===== src/flash_pkg.sv =====
`default_nettype none
package flash_pkg;

    // Register addresses
    localparam logic [7:0] ADDR_OUTPUT_ENABLE  = 8'h01;
    localparam logic [7:0] ADDR_FLASH_TIMING   = 8'h02;
    localparam logic [7:0] ADDR_CURRENT_SELECT = 8'h03;
    localparam logic [7:0] ADDR_FACTORY_TEST_A = 8'h04;
    localparam logic [7:0] ADDR_FACTORY_TEST_B = 8'h05;

    // Field positions
    localparam int EN_TORCH_BIT  = 0;
    localparam int EN_FLASH_BIT  = 1;
    localparam int TM_ON_LSB     = 0;
    localparam int TM_DELAY_LSB  = 3;
    localparam int TM_MODE_BIT   = 6;
    localparam int CS_TORCH_LSB  = 0;
    localparam int CS_FLASH_LSB  = 2;
    localparam int CS_LIMIT_BIT  = 4;

    // Reset values
    localparam logic [7:0] OUTPUT_ENABLE_RST  = 8'h00;
    localparam logic [7:0] FLASH_TIMING_RST   = 8'h40;
    localparam logic [7:0] CURRENT_SELECT_RST = 8'h00;

    // Fixed current codes
    localparam logic [1:0] DIRECT_TORCH_CODE  = 2'h3;
    localparam logic [1:0] DIRECT_FLASH_CODE  = 2'h3;
    localparam logic [1:0] LIMITED_FLASH_CODE = 2'h0;

    // Serial frame
    localparam int FRAME_BITS = 16;

    // Timebase: one tick per microsecond
    localparam int CLK_HZ        = 50_000_000;
    localparam int CLK_PERIOD_NS = 1_000_000_000 / CLK_HZ;
    localparam int TICK_NS       = 1000;
    localparam int TICK_CYCLES   = TICK_NS / CLK_PERIOD_NS;
    localparam int US_PER_MS     = 1000;

    // Flash timing in milliseconds
    localparam logic [10:0] DELAY_STEP_MS   = 11'h005;
    localparam logic [10:0] DIRECT_LIMIT_MS = 11'h1f4;
    localparam logic [7:0][10:0] FLASH_ON_MS = {
        11'h3e8, 11'h320, 11'h258, 11'h190, 11'h0c8, 11'h096, 11'h064, 11'h032};

    // Soft current limiter steps in microseconds
    localparam logic [9:0] SS_STEP1_US  = 10'h1f4;
    localparam logic [9:0] SS_STEP2_US  = 10'h2bc;
    localparam logic [9:0] SS_STEP3_US  = 10'h320;
    localparam logic [9:0] SS_NORMAL_US = 10'h384;

    // Current limit levels: 0, 0.5, 1, 1.5, 2 A
    localparam logic [2:0] LIMIT_0A0 = 3'h0;
    localparam logic [2:0] LIMIT_0A5 = 3'h1;
    localparam logic [2:0] LIMIT_1A0 = 3'h2;
    localparam logic [2:0] LIMIT_1A5 = 3'h3;
    localparam logic [2:0] LIMIT_2A0 = 3'h4;

    typedef enum logic [1:0] {
        FL_IDLE  = 2'b00,
        FL_DELAY = 2'b01,
        FL_ON    = 2'b10,
        FL_DONE  = 2'b11
    } flash_state_t;

endpackage
`default_nettype wire


===== src/timebase_if.sv =====
`timescale 1ns/1ps
`default_nettype none
interface timebase_if;
    logic us_tick;
    logic ms_tick;
    modport source (output us_tick, output ms_tick);
    modport sink   (input us_tick, input ms_tick);
endinterface
`default_nettype wire

===== src/flash_led_control_logic.sv =====
// Notes on behaviour
// - Serial writes store data into the addressed control register.
// - Register mode: enable bits pick off, torch, flash or both.
// - Mode select high takes torch and flash enables from pins.
// - Delay code times 5 ms sets wait before light-up, default 0.
// - On-time code maps to 50..1000 ms of light, default 50 ms.
// - Timer enabled: wait delay, flash for on-time, then turn off.
// - Timer disabled: flash cut off after on-time as protection.
// - Direct mode: no timer sequence, flash follows the pin.
// - Direct mode: flash forced off after 500 ms held active.
// - Torch code selects 50..200 mA; direct mode uses code 3.
// - Flash code selects 400..800 mA; direct mode uses code 3.
// - Power limit bit caps flash at 400 mA; off in direct mode.
// - Start-up current limit steps 0, 0.5, 1, 1.5 then 2 A.
// - Over-temperature makes the device inactive until it clears.
// - Over-voltage stops boost switching until sense drops again.
// - Open sense pin stops boost switching.
// - Shared pin: active-low reset in register mode, flash enable in direct.
// - Shared pin: chip select in register mode, torch enable in direct.
`timescale 1ns/1ps
`default_nettype none
module flash_led_control_logic #(
    parameter int TICK_CYCLES = flash_pkg::TICK_CYCLES,
    parameter int MS_TICKS    = flash_pkg::US_PER_MS
) (
    input  wire logic       ref_clk_in,
    input  wire logic       rst_in,
    input  wire logic       interface_mode_select_in,
    input  wire logic       reset_or_flash_pin_in,
    input  wire logic       select_or_torch_pin_in,
    input  wire logic       serial_clk_in,
    input  wire logic       serial_data_in,
    input  wire logic       overvoltage_sense_in,
    input  wire logic       open_sense_detect_in,
    input  wire logic       thermal_shutdown_in,
    output var  logic       torch_driver_on_out,
    output var  logic       flash_driver_on_out,
    output var  logic [1:0] torch_code_out,
    output var  logic [1:0] flash_code_out,
    output var  logic [2:0] current_limit_step_out,
    output var  logic       boost_switch_enable_out,
    output var  logic       device_active_out
);
    import flash_pkg::*;

    localparam int PIN_MODE = 0;
    localparam int PIN_RSTF = 1;
    localparam int PIN_SELT = 2;
    localparam int PIN_SCLK = 3;
    localparam int PIN_SDI  = 4;
    localparam int PIN_HIV  = 5;
    localparam int PIN_OPEN = 6;
    localparam int PIN_HOT  = 7;

    // Timebase
    timebase_if tb ();

    tick_gen #(
        .TICK_CYCLES (TICK_CYCLES),
        .MS_TICKS    (MS_TICKS)
    ) tick_gen_i (
        .clk_in (ref_clk_in),
        .rst_in (rst_in),
        .tb     (tb)
    );

    // Two-stage synchronisers for every pin
    logic [7:0] pins_raw;
    logic [7:0] sync_a;
    logic [7:0] sync_b;
    logic [7:0] next_sync_a;
    logic [7:0] next_sync_b;

    assign pins_raw = {thermal_shutdown_in, open_sense_detect_in, overvoltage_sense_in, serial_data_in,
                       serial_clk_in, select_or_torch_pin_in, reset_or_flash_pin_in, interface_mode_select_in};

    always_comb begin
        next_sync_a = pins_raw;
        next_sync_b = sync_a;
    end

    always_ff @(posedge ref_clk_in) begin
        if (rst_in) begin
            sync_a <= 8'h00;
            sync_b <= 8'h00;
        end else begin
            sync_a <= next_sync_a;
            sync_b <= next_sync_b;
        end
    end

    logic mode_s;
    logic rstf_s;
    logic selt_s;
    logic sclk_s;
    logic sdi_s;
    logic hiv_s;
    logic open_s;
    logic hot_s;

    assign mode_s = sync_b[PIN_MODE];
    assign rstf_s = sync_b[PIN_RSTF];
    assign selt_s = sync_b[PIN_SELT];
    assign sclk_s = sync_b[PIN_SCLK];
    assign sdi_s  = sync_b[PIN_SDI];
    assign hiv_s  = sync_b[PIN_HIV];
    assign open_s = sync_b[PIN_OPEN];
    assign hot_s  = sync_b[PIN_HOT];

    // Serial write port and control registers
    logic [15:0] shift_reg;
    logic [15:0] next_shift_reg;
    logic [4:0]  bit_cnt;
    logic [4:0]  next_bit_cnt;
    logic        sclk_prev;
    logic        next_sclk_prev;
    logic        cs_prev;
    logic        next_cs_prev;
    logic [7:0]  en_reg;
    logic [7:0]  next_en_reg;
    logic [7:0]  tm_reg;
    logic [7:0]  next_tm_reg;
    logic [7:0]  cur_reg;
    logic [7:0]  next_cur_reg;
    logic        pin_reset;
    logic        cs_act;
    logic        commit;

    assign pin_reset = !mode_s && !rstf_s;
    assign cs_act    = !mode_s && !selt_s;
    assign commit    = cs_prev && !cs_act && (bit_cnt == 5'(FRAME_BITS));

    always_comb begin
        next_shift_reg = shift_reg;
        next_bit_cnt   = bit_cnt;
        next_sclk_prev = sclk_s;
        next_cs_prev   = cs_act;
        next_en_reg    = en_reg;
        next_tm_reg    = tm_reg;
        next_cur_reg   = cur_reg;
        if (cs_act) begin
            if (sclk_s && !sclk_prev && bit_cnt != 5'(FRAME_BITS)) begin
                next_shift_reg = {shift_reg[14:0], sdi_s};
                next_bit_cnt   = bit_cnt + 5'h01;
            end
        end else begin
            next_bit_cnt = 5'h00;
            if (commit) begin
                case (shift_reg[15:8])
                    ADDR_OUTPUT_ENABLE:  next_en_reg  = shift_reg[7:0];
                    ADDR_FLASH_TIMING:   next_tm_reg  = shift_reg[7:0];
                    ADDR_CURRENT_SELECT: next_cur_reg = shift_reg[7:0];
                    default: ;
                endcase
            end
        end
        if (pin_reset) begin
            next_en_reg  = OUTPUT_ENABLE_RST;
            next_tm_reg  = FLASH_TIMING_RST;
            next_cur_reg = CURRENT_SELECT_RST;
            next_bit_cnt = 5'h00;
        end
    end

    always_ff @(posedge ref_clk_in) begin
        if (rst_in) begin
            shift_reg <= 16'h0000;
            bit_cnt   <= 5'h00;
            sclk_prev <= 1'b0;
            cs_prev   <= 1'b0;
            en_reg    <= OUTPUT_ENABLE_RST;
            tm_reg    <= FLASH_TIMING_RST;
            cur_reg   <= CURRENT_SELECT_RST;
        end else begin
            shift_reg <= next_shift_reg;
            bit_cnt   <= next_bit_cnt;
            sclk_prev <= next_sclk_prev;
            cs_prev   <= next_cs_prev;
            en_reg    <= next_en_reg;
            tm_reg    <= next_tm_reg;
            cur_reg   <= next_cur_reg;
        end
    end

    // Enable selection
    logic        flash_req;
    logic        torch_req;
    logic        timer_on;
    logic [10:0] delay_ms;
    logic [10:0] on_limit_ms;

    assign torch_req   = mode_s ? selt_s : en_reg[EN_TORCH_BIT];
    assign flash_req   = mode_s ? rstf_s : en_reg[EN_FLASH_BIT];
    assign timer_on    = tm_reg[TM_MODE_BIT];
    assign delay_ms    = 11'(tm_reg[TM_DELAY_LSB +: 3]) * DELAY_STEP_MS;
    assign on_limit_ms = mode_s ? DIRECT_LIMIT_MS : FLASH_ON_MS[tm_reg[TM_ON_LSB +: 3]];

    // Flash sequencer
    flash_state_t state;
    flash_state_t next_state;
    logic [10:0]  ms_cnt;
    logic [10:0]  next_ms_cnt;
    logic         mode_prev;
    logic         next_mode_prev;

    always_comb begin
        next_state     = state;
        next_ms_cnt    = ms_cnt;
        next_mode_prev = mode_s;
        if (mode_s != mode_prev) begin
            next_state  = FL_IDLE;
            next_ms_cnt = 11'h000;
        end else begin
            case (state)
                FL_IDLE: begin
                    if (flash_req) begin
                        next_ms_cnt = 11'h000;
                        if (mode_s || !timer_on || delay_ms == 11'h000)
                            next_state = FL_ON;
                        else
                            next_state = FL_DELAY;
                    end
                end
                FL_DELAY: begin
                    if (!flash_req) begin
                        next_state = FL_IDLE;
                    end else if (tb.ms_tick) begin
                        if (ms_cnt + 11'h001 >= delay_ms) begin
                            next_state  = FL_ON;
                            next_ms_cnt = 11'h000;
                        end else begin
                            next_ms_cnt = ms_cnt + 11'h001;
                        end
                    end
                end
                FL_ON: begin
                    if (!flash_req) begin
                        next_state = FL_IDLE;
                    end else if (tb.ms_tick) begin
                        if (ms_cnt + 11'h001 >= on_limit_ms)
                            next_state = FL_DONE;
                        else
                            next_ms_cnt = ms_cnt + 11'h001;
                    end
                end
                FL_DONE: begin
                    if (!flash_req)
                        next_state = FL_IDLE;
                end
                default: next_state = FL_IDLE;
            endcase
        end
    end

    always_ff @(posedge ref_clk_in) begin
        if (rst_in) begin
            state     <= FL_IDLE;
            ms_cnt    <= 11'h000;
            mode_prev <= 1'b0;
        end else begin
            state     <= next_state;
            ms_cnt    <= next_ms_cnt;
            mode_prev <= next_mode_prev;
        end
    end

    // Driver outputs, current codes and soft current limiter
    logic       next_torch_on;
    logic       next_flash_on;
    logic [1:0] next_torch_code;
    logic [1:0] next_flash_code;
    logic       next_boost;
    logic       next_active;
    logic       demand;
    logic [9:0] ss_cnt;
    logic [9:0] next_ss_cnt;
    logic [2:0] next_step;

    always_comb begin
        next_torch_on   = torch_req && !hot_s;
        next_flash_on   = (state == FL_ON) && flash_req && !hot_s;
        next_torch_code = mode_s ? DIRECT_TORCH_CODE : cur_reg[CS_TORCH_LSB +: 2];
        if (mode_s)
            next_flash_code = DIRECT_FLASH_CODE;
        else if (cur_reg[CS_LIMIT_BIT])
            next_flash_code = LIMITED_FLASH_CODE;
        else
            next_flash_code = cur_reg[CS_FLASH_LSB +: 2];
        demand      = next_torch_on || next_flash_on;
        next_boost  = demand && !hiv_s && !open_s && !hot_s;
        next_active = !hot_s;
        next_ss_cnt = ss_cnt;
        if (!demand)
            next_ss_cnt = 10'h000;
        else if (tb.us_tick && ss_cnt < SS_NORMAL_US)
            next_ss_cnt = ss_cnt + 10'h001;
        if (next_ss_cnt < SS_STEP1_US)
            next_step = LIMIT_0A0;
        else if (next_ss_cnt < SS_STEP2_US)
            next_step = LIMIT_0A5;
        else if (next_ss_cnt < SS_STEP3_US)
            next_step = LIMIT_1A0;
        else if (next_ss_cnt < SS_NORMAL_US)
            next_step = LIMIT_1A5;
        else
            next_step = LIMIT_2A0;
    end

    always_ff @(posedge ref_clk_in) begin
        if (rst_in) begin
            torch_driver_on_out     <= 1'b0;
            flash_driver_on_out     <= 1'b0;
            torch_code_out          <= 2'h0;
            flash_code_out          <= 2'h0;
            current_limit_step_out  <= LIMIT_0A0;
            boost_switch_enable_out <= 1'b0;
            device_active_out       <= 1'b0;
            ss_cnt                  <= 10'h000;
        end else begin
            torch_driver_on_out     <= next_torch_on;
            flash_driver_on_out     <= next_flash_on;
            torch_code_out          <= next_torch_code;
            flash_code_out          <= next_flash_code;
            current_limit_step_out  <= next_step;
            boost_switch_enable_out <= next_boost;
            device_active_out       <= next_active;
            ss_cnt                  <= next_ss_cnt;
        end
    end
endmodule
`default_nettype wire


===== src/tick_gen.sv =====
`timescale 1ns/1ps
`default_nettype none
module tick_gen #(
    parameter int TICK_CYCLES = flash_pkg::TICK_CYCLES,
    parameter int MS_TICKS    = flash_pkg::US_PER_MS
) (
    input  wire logic    clk_in,
    input  wire logic    rst_in,
    timebase_if.source   tb
);
    import flash_pkg::*;

    logic [15:0] cyc_cnt;
    logic [15:0] next_cyc_cnt;
    logic [15:0] tick_cnt;
    logic [15:0] next_tick_cnt;
    logic        us_tick;
    logic        next_us_tick;
    logic        ms_tick;
    logic        next_ms_tick;

    // Free-running microsecond and millisecond ticks
    always_comb begin
        next_cyc_cnt  = cyc_cnt + 16'h0001;
        next_tick_cnt = tick_cnt;
        next_us_tick  = 1'b0;
        next_ms_tick  = 1'b0;
        if (cyc_cnt == 16'(TICK_CYCLES - 1)) begin
            next_cyc_cnt = 16'h0000;
            next_us_tick = 1'b1;
            if (tick_cnt == 16'(MS_TICKS - 1)) begin
                next_tick_cnt = 16'h0000;
                next_ms_tick  = 1'b1;
            end else begin
                next_tick_cnt = tick_cnt + 16'h0001;
            end
        end
    end

    always_ff @(posedge clk_in) begin
        if (rst_in) begin
            cyc_cnt  <= 16'h0000;
            tick_cnt <= 16'h0000;
            us_tick  <= 1'b0;
            ms_tick  <= 1'b0;
        end else begin
            cyc_cnt  <= next_cyc_cnt;
            tick_cnt <= next_tick_cnt;
            us_tick  <= next_us_tick;
            ms_tick  <= next_ms_tick;
        end
    end

    assign tb.us_tick = us_tick;
    assign tb.ms_tick = ms_tick;

endmodule
`default_nettype wire


===== config.mk =====
export PLATFORM = sky130hd
export DESIGN_NAME = flash_led_control_logic
export DESIGN_NICKNAME = d
export VERILOG_FILES = /design/src/flash_pkg.sv /design/src/timebase_if.sv /design/src/flash_led_control_logic.sv /design/src/tick_gen.sv
export SDC_FILE = /design/constraint.sdc
export NUM_CORES = 1
export LEC_CHECK = 0
export BUFFER_PORTS_ARGS = -buffer_cell sky130_fd_sc_hd__buf_2
export CAP_MARGIN = 25
export CORE_MARGIN = 8
export CORE_UTILIZATION = 40
export CTS_CLUSTER_SIZE = 30
export DETAILED_ROUTE_END_ITERATION = 6
export RECOVER_POWER = 100
export SLEW_MARGIN = 25
export SYNTH_ARGS = -nofsm -noshare
export SYNTH_HDL_FRONTEND = slang
export SYNTH_SLANG_ARGS = --single-unit

===== constraint.sdc =====
create_clock -name ref_clk_in -period 8 [get_ports ref_clk_in]
set_input_delay 0.8 -clock ref_clk_in [delete_from_list [all_inputs] [get_ports ref_clk_in]]
set_output_delay 0.8 -clock ref_clk_in [all_outputs]
set_load 0.03 [all_outputs]

After elaboration in Yosys (flattened, before gate mapping):

Memories as Yosys holds them, arrays and structs flattened. A register that Yosys moved wholly into a read port is not among the register bits.
Cells that the tools add are included.

* word-level logic and storage cells: 142
* memories: 1
* input bits: 10
* bits in registers: 122
* output and inout port bits: 11
* ROM bits: 88

* order comparisons: 8
* multiply operators: 1
* bitwise gates (word level): 2
* reduce and logical (&&, ||, !) cells: 42
* add/sub/neg operators: 5
* muxes and demuxes: 35
* eq/ne operators: 22

Memory list
* (name not given): words 8, bits a word 11, rd ports 1, clocked after memory_dff 1, write ports 0, line flash_led_control_logic.sv:196 `assign on_limit_ms = mode_s ? DIRECT_LIMIT_MS : FLASH_ON_MS[tm_reg[TM_ON_LSB +: 3]];`

Operators with widths (count)
* $mux 11: 9
* $lt 10x10->1 const B: 4
* $pmux 11 s3: 1
* $add 16x1->16 const B: 2
* $mux 2: 13
* $mux 10: 2
* $eq 16x10->1 const B: 1
* $eq 16x6->1 const B: 1
* $eq 8x2->1 const B: 2
* $mux 16: 1
* $logic_and 1x1->1: 13
* $add 11x1->11 const B: 1
* $ge 11x11->1: 1
* $ge 11x6->1: 1
* $logic_not 11->1: 1
* $add 10x1->10 const B: 1
* $lt 10x9->1 const B: 1
* $ne 2x2->1 const B: 5
* $reduce_or 2->1: 5
* $logic_not 1->1: 9
* $mux 3: 3
* $reduce_and 3->1: 3
* $eq 8x1->1 const B: 1
* $pmux 2 s4: 1
* 21 further kinds: 33

Depth between registers and ports, before layout:

Gate-level depths: netlist (run 1).

* word-level depth: 9
* depth in mapped cells: 11
* mapped depth without buffers: 11

Hierarchy:

From an unflattened synthesis (run 1), not the netlist that was laid out.

* cell total of the unflattened synthesis: 750
* area, all modules: 6434.9 um^2

By module, submodules not included
* flash_led_control_logic: seq. area each 1941.9 um^2, times used 1, area an instance 4707.0 um^2, cells an instance 544
* tick_gen: seq. area each 680.7 um^2, times used 1, area an instance 1727.9 um^2, cells an instance 206

Least setup slack after synthesis (run 1):

No wires, ideal clock.

* path type: register to register
* start: register ms_cnt[2]
* end: register ms_cnt[0]
* arrival: 2840 ps
* path slack: 5089 ps
* path buffers: 0
* library setup time: 71 ps
* required time: 7929 ps
* cell stages (with the launch flop): 10
* clock period less this slack: 2911 ps
* cell sequence: dfxtp_1 > and4_2 > nand3_1 > xnor2_1 > ha_1 > and3_2 > or4_4 > o31a_4 > or4_1 > a21oi_1

* longest elaborated chain between the ends: 6
* elaborated cells on any way between the ends: 9
* those cells by class: 1 x add/sub; 2 x order compare; 1 x eq/ne; 4 x mux; 1 x reduce/logical

RTL lines
* start, declared: line flash_led_control_logic.sv:201 `logic [10:0] ms_cnt;`
* start signal, assigned: line flash_led_control_logic.sv:262 `ms_cnt <= next_ms_cnt;`
* $add 11x1->11 (*): line flash_led_control_logic.sv:228, flash_led_control_logic.sv:240
* $ge 11x6->1: line flash_led_control_logic.sv:228 `if (ms_cnt + 11'h001 >= delay_ms) begin`
* $mux 11: line flash_led_control_logic.sv:228
* $mux 11: line flash_led_control_logic.sv:227 `end else if (tb.ms_tick) begin`
* $mux 11: line flash_led_control_logic.sv:225 `if (!flash_req) begin`
* $pmux 11 s3: line flash_led_control_logic.sv:214 `case (state)`

Mark *: on every way between the ends. The rest lies on a longest branch, timed or not. The select of a mux whose other input is x is not followed.
A chain may end at the register's enable or synchronous reset.

Worst setup path in the final report (run 1):

* start: register sync_b[0]
* end: register ms_cnt[4]

* longest elaborated chain between the ends: 4
* elaborated cells on any way between the ends: 10
* those cells by class: 1 x order compare; 5 x eq/ne; 2 x mux; 2 x reduce/logical

RTL lines
* start, declared: line flash_led_control_logic.sv:70 `logic [7:0] sync_b;`
* start signal, assigned: line flash_led_control_logic.sv:88 `sync_b <= next_sync_b;`
* $mux 11: line flash_led_control_logic.sv:196
* $ge 11x11->1: line flash_led_control_logic.sv:240 `if (ms_cnt + 11'h001 >= on_limit_ms)`
* $ne 2x2->1 (no source line)
* $reduce_and 7->1 (no source line)

Parallel ways exist; a longest one is shown, timed or not.

==> results of run 1 <==
## logic make-up (layout without fill, tap and decap cells)
family	Yosys count	after routing
simple gates	304	304
flops	131	131
compound gates	106	106
buf+inv	55	82
xor+xnor	46	46
fa+ha+maj	29	29
mux	21	21
## path summary, 6_finish.rpt
path	from	end	slack [ns]	cells past startpoint
setup reg to reg	sync_b[0]$_SDFF_PP0_	ms_cnt[4]$_SDFFE_PP0P_	4.18	7
hold / removal	sync_b[6]$_SDFF_PP0_	boost_switch_enable_out$_SDFF_PP0_	0.41	1
setup / recovery	sync_b[0]$_SDFF_PP0_	ms_cnt[4]$_SDFFE_PP0P_	4.18	7
hold reg to reg	sync_b[6]$_SDFF_PP0_	boost_switch_enable_out$_SDFF_PP0_	0.41	1
## metal layers
layer / GRT usage, % / up-vias / share of wire [%]
met5: 0 / - / 0
met4: 5.09 / 0 / 1.6
met3: 3.91 / 15 / 3.5
met2: 21.9 / 90 / 47
met1: 15.6 / 2240 / 48
li1: - / 2459 / -
## cells in the mapped netlist, drive strengths merged (3+ instances only)
master,count
and3,9
and2,3
ha,29
a32o,6
nand3,20
nor3b,8
or3,7
nor2b,25
nand2,70
xor2,26
a21oi,37
nand4,21
a31oi,3
o21ai,17
nor2,89
nor4b,6
a311oi,5
or4,4
a2111oi,3
a21o,5
buf,10
o31ai,5
and4,6
dfxtp,131
a211o,3
inv,28
o211ai,5
a41oi,3
nor4,4
nand2b,6
clkbuf,16
or2,6
xnor2,19
nor3,13
mux2i,20
## layout make-up
cell class	instances	area share, %
inverters	28	1.52
clock inverters	13	1.59
well taps	188	3.40
multi-input cells	506	47.6
flip-flops and latches	131	37.9
clock buffers	19	6.55
repair buffers	22	1.41
## critical path, delay by kind of cell, from the launching register on
family / cells / cell delay, ns
DFF: 1 / 0.88
and+or+nand+nor: 2 / 0.37
AOI/OAI and AO/OA: 5 / 2.44
## through the flow
stage | util (%) | instances | area, um^2 | hold slack [ns] | setup WS (ns)
finish | 45.7 | 907 | 6920 | 0.410 | 4.18
global route | 45.7 | 907 | 6920 | 0.444 | 3.80
CTS | 46.0 | 907 | 6970 | 0.416 | 4.62
detailed placement | 42.3 | 875 | 6400 | 0.407 | 4.61
global placement | 42.2 | 875 | 6400 | 0.408 | 4.74
floorplan | - | 692 | 6190 | 0.373 | 5.09
## layout by cell type, fill, tap and decap left out, drive strengths merged, types with 7 or more instances in the layout
master	instances
clkbuf	31
nor3	13
mux2i	20
nand3	20
nand2	70
buf	10
nor3b	8
a21oi	37
xnor2	19
nor2b	25
nor2	89
o21ai	17
inv	29
and3	9
or3	7
xor2	26
ha	29
nand4	21
dfxtp	131
## power by group through the flow
stage          logic, uW  clock network (uW)  registers (uW)
6_report            34.1                 728             664
3_3_place_gp        34.4                   0             678
4_1_cts             35.2                 742             665
5_1_grt             38.4                 774             665
2_1_floorplan       25.1                   0             678
3_5_place_dp        35.1                   0             679
==> results.yml, run 1 <==
outcome:
  status: "complete, but fails checks"
  violations: "capacitance limit, slew limit"
sta:
  timing.fmax_ghz: 0.262
  final-setup-viol-count: 0
  rsz0062_at_grt: "false"
  clock_skew_ns: 0.00833
  tns_ns: 0
  drv_slew: 53
  hold_violations: 0
  tightest_slew_ns: 2.14
  period_minus_slack_ns: 3.82
  period_share_pct: 47.7
  slew-limit-headroom_pct: -42.5
synthesis:
  ys_warn_count: 0
  synth_xor_xnor_area_share_pct: 6.79
  synthAdderAreaFrac_pct: 5.86
  synth_top_family_by_area: "simple AND/OR/NAND/NOR gates"
  synth_largest_area_cell: "dfxtp_1"
  synth_edf_count: 0
  synth-simple-area-share_pct: 25.0
  synth.distinct_cells: 72
  seq_area_frac_synth_pct: 42.4
  avgSynthCellArea_um2: 8.94
  synth_area_leaders: "dfxtp_1, ha_1, nor2_1, nand2_1, xor2_1"
  ys.flop_type: "dfxtp_1"
  syn_inst: 692
  ys_ff_latch: 131
  synthesis.area_um2: 6190
  yosys.area.top_type_share_pct: 42.4
  async_reset_ff_share_pct: 0
  syn_nets: 731
  muxShareOfSynthArea_pct: 3.42
  synth_compound_area_share_pct: 12.6
flow_run:
  maxCapViolCount: 1
power_and_ir_drop:
  p_leak_uw: 0.00255
  p_sw_uw: 315
  p_seq_share_pct: 46.6
  pwr-share-clk_pct: 51.0
  p_per_area_nw_per_um2: 206
  internal-power_uw: 1110
  irDropWorstVdd_mv: 0.148
  combinationalPowerShare_pct: 2.4
  power.total_uw: 1430
  switching_share_pct: 22.0
floorplanning:
  start_util_pct: 40.9
  rows: 45
  die_y_um: 140
  dieArea_um2: 19700
  die_w_um: 140
  boundaryPins: 21
  core-area_um2: 15100
cells_and_area:
  fillers: 1435
  antenna_cells: 0
  finalNetCount: 745
  multiInputGateArea_um2: 3290
  syn_to_final_growth_pct: 11.7
  register_area_um2: 2620
  drive_above_1_share_pct: 8.90
worst_setup_path:
  path_class: "reg -> reg"
  critPathMaxStageDelay_ns: 1.07
  cp.required_ns: 8.30
  arrival_ns: 4.12
  cp-end-kind: "flip-flop"
  crit_path_max_fanout: 24
  crit_slowest_cell: "o31ai_1"
  start_kind: "flip-flop"
  path_cells: "nand2b_1 > and3_1 > o311ai_0 > a311oi_1 > o31ai_1 > o211ai_1 > a32o_1"
placement:
  post-dp-hpwl_um: 8840
  numPortBuffers: 20
  gp_congestion: 0.833
routing:
  drt_iter0_drc: 248
  vias: 4804
  wire_per_inst_um: 13.8
  drc: 0
  dr.pass1.iters: 5
  totalWireLength_um: 12500
  drtAntennaViolNets: 0
  vias_per_cell: 5.30
clock_network:
  clkLatencyLatePin_ns: 0.41
  path_clk_slew_ns: 0.06
  numCtsBuffers: 17
  post_cts_resized: 0
  cts_tree: "done"
  cts_hold_buf: 0
  cts.sinks: 131
  h-tree-depth: 4
  cts-root-buf: "clkbuf_16"
  postCtsSetupBuffers: 0
  cts_buffer_depth: 2
grt:
  gr-total-overflow: 0
  grt_pass1_vias: 4660
  grt_pass1_wl_um: 21400
  antenna_found_initial: 0
  gr-usage-all-layers_pct: 13.1
  grt_start_max_net_pins: 53
hold_path:
  hp-class: "reg -> reg"
Power figures use the tool's default switching activity.
==> run 2, diff against run 1 <==
clock period = 3.22 ns   (was 8 ns; I/O delays follow)
==> run 2 against run 1 <==
Net effect: the run still ends with capacitance limit, slew limit left; routed wire length rose by 2.4%; global-route usage rose by 0.20 points; flip-flop and latch count did not move; hold slack got worse by 0.30 ns; non-clock buffer count rose by 9; sequential power rose by 150%; total power rose to 2.6 times the previous value; cell area rose by 2.0%; combinational power rose to 2.6 times the previous value; first-iteration DRC count rose by 15%; maximum frequency rose by 24%; worst setup slack got worse by 4.0 ns; highest routed layer unchanged.
==> results.yml, run 2 (same netlist as run 1, synthesis figures left out) <==
grt:
  antenna_found_initial: 0
  gr-total-overflow: 0
  grt_start_max_net_pins: 52
  gr-usage-all-layers_pct: 13.3
  grt_pass1_vias: 4738
  grt_pass1_wl_um: 21600
floorplanning:
  start_util_pct: 40.9
  boundaryPins: 21
  dieArea_um2: 19700
  rows: 45
  die_y_um: 140
  core-area_um2: 15100
  die_w_um: 140
worst_setup_path:
  rrSetupSlack_ns: 0.15
  path_class: "reg -> reg"
  arrival_ns: 3.42
  rr_startpoint: "ms_cnt[7]$_SDFFE_PP0P_"
  cp.required_ns: 3.57
  cp-end-kind: "flip-flop"
  start_kind: "flip-flop"
  reg2reg_depth: 9
  reg2reg_to: "ms_cnt[0]$_SDFFE_PP0P_"
  crit_path_max_fanout: 7
cells_and_area:
  syn_to_final_growth_pct: 14.0
  fillers: 1414
  finalNetCount: 754
  final_common_cell: "dfxtp_1"
  drive_above_1_share_pct: 10.3
  antenna_cells: 0
  final_cell_mix: "dfxtp_1, nor2_1, nand2_1"
routing:
  drc: 0
  topRoutingLayerUsed: "met4"
  totalWireLength_um: 12800
  vias: 4853
  drtAntennaViolNets: 0
  wl_met2_um: 6070
  met1_length_um: 6110
  drt_iter0_drc: 286
  dr.pass1.iters: 5
  dr_wl_met3_um: 448
  vias_per_cell: 5.30
  wire_per_inst_um: 14.0
clock_network:
  clkLatencyLatePin_ns: 0.42
  path_clk_slew_ns: 0.06
  cts_buffer_depth: 2
  cts.sinks: 131
  cts-root-buf: "clkbuf_16"
  cts_tree: "done"
  h-tree-depth: 4
  numCtsBuffers: 17
placement:
  post-dp-hpwl_um: 9150
  numPortBuffers: 20
  gp_congestion: 0.841
sta:
  final-setup-viol-count: 0
  clock_skew_ns: 0.00563
  tightest_slew_ns: 2.11
  rsz0062_at_grt: "false"
  period_share_pct: 95.4
  hold_slack_ns: 0.110
  timing.fmax_ghz: 0.326
  period_minus_slack_ns: 3.07
  hold_violations: 0
  drv_slew: 52
  slew-limit-headroom_pct: -40.8
  tns_ns: 0
power_and_ir_drop:
  p_leak_uw: 0.00260
  p_per_area_nw_per_um2: 522
  irDropWorstVdd_mv: 0.383
outcome:
  violations: "capacitance limit, slew limit"
  status: "complete, but fails checks"
hold_path:
  hold-path-endpoint: "next_sync_b[3]$_SDFF_PP0_"
  hp-start: "serial_clk_in"
  hold_depth: 2
  hp-class: "in -> reg"
flow_run:
  maxCapViolCount: 1
-- run 2: worst max path at each step --
stage,end,cells after the start,start
final,ms_cnt[0]$_SDFFE_PP0P_,9,ms_cnt[7]$_SDFFE_PP0P_
after detailed placement,ms_cnt[0]$_SDFFE_PP0P_,9,ms_cnt[3]$_SDFFE_PP0P_
after floorplan,ms_cnt[0]$_SDFFE_PP0P_,9,ms_cnt[2]$_SDFFE_PP0P_
after CTS,ms_cnt[0]$_SDFFE_PP0P_,9,ms_cnt[3]$_SDFFE_PP0P_
after global placement,ms_cnt[0]$_SDFFE_PP0P_,9,ms_cnt[3]$_SDFFE_PP0P_
after global routing,ms_cnt[0]$_SDFFE_PP0P_,10,ms_cnt[7]$_SDFFE_PP0P_
-- run 2: area by class of cell --
cell class                      instances  area, um^2  share of cell area [%]
Clock buffer                           20         447                    6.33
Clock inverter                         12         158                    2.23
Inverter                               28         105                    1.49
Multi-Input combinational cell        506        3330                    47.2
Sequential cell                       131        2630                    37.2
Tap cell                              188         235                    3.33
Timing Repair Buffer                   31         155                    2.20
-- run 2: what timing repair did --
item	in CTS	in global routing
setup buffers	0	0
setup endpoints to repair	0	7
gates resized for setup	0	5
hold buffers	0	0
-- run 2: metal layers --
layer  GRT usage (%)  vias up
met5               0        -
met1            15.9     2288
met2            21.9       69
met4            6.06        0
met3            3.77       19
li1                -     2477
-- run 2: power by group --
part	leakage, uW	switching (uW)	internal [uW]
Combinational	0.00125	58.0	30.0
Sequential	0.00106	10.4	1640
Clock	0.000286	711	1240
-- run 2: per-stage QoR --
| stage | instances | cell area, um^2 | worst slack [ns] | utilization (%) | total power, uW |
|---|---|---|---|---|---|
| after floorplan | 692 | 6190 | 0.309 | - | 1750 |
| after global placement | 884 | 6470 | 0.223 | 42.7 | 1770 |
| after detailed placement | 884 | 6470 | 0.137 | 42.7 | 1770 |
| after CTS | 916 | 7070 | 0.117 | 46.7 | 3730 |
| after global routing | 916 | 7050 | 0.00901 | 46.6 | 3810 |
| final | 916 | 7050 | 0.149 | 46.6 | 3690 |
-- run 2: critical path, stage by stage (launching register included) --
cell and delay, ns:
dfxtp_1 0.41, and4_1 0.27, nand3_1 0.13, xnor2_1 0.14, ha_1 0.31, and3_2 0.19, or4_4 0.53, o31a_4 0.34
or4_1 0.52, a21oi_1 0.16
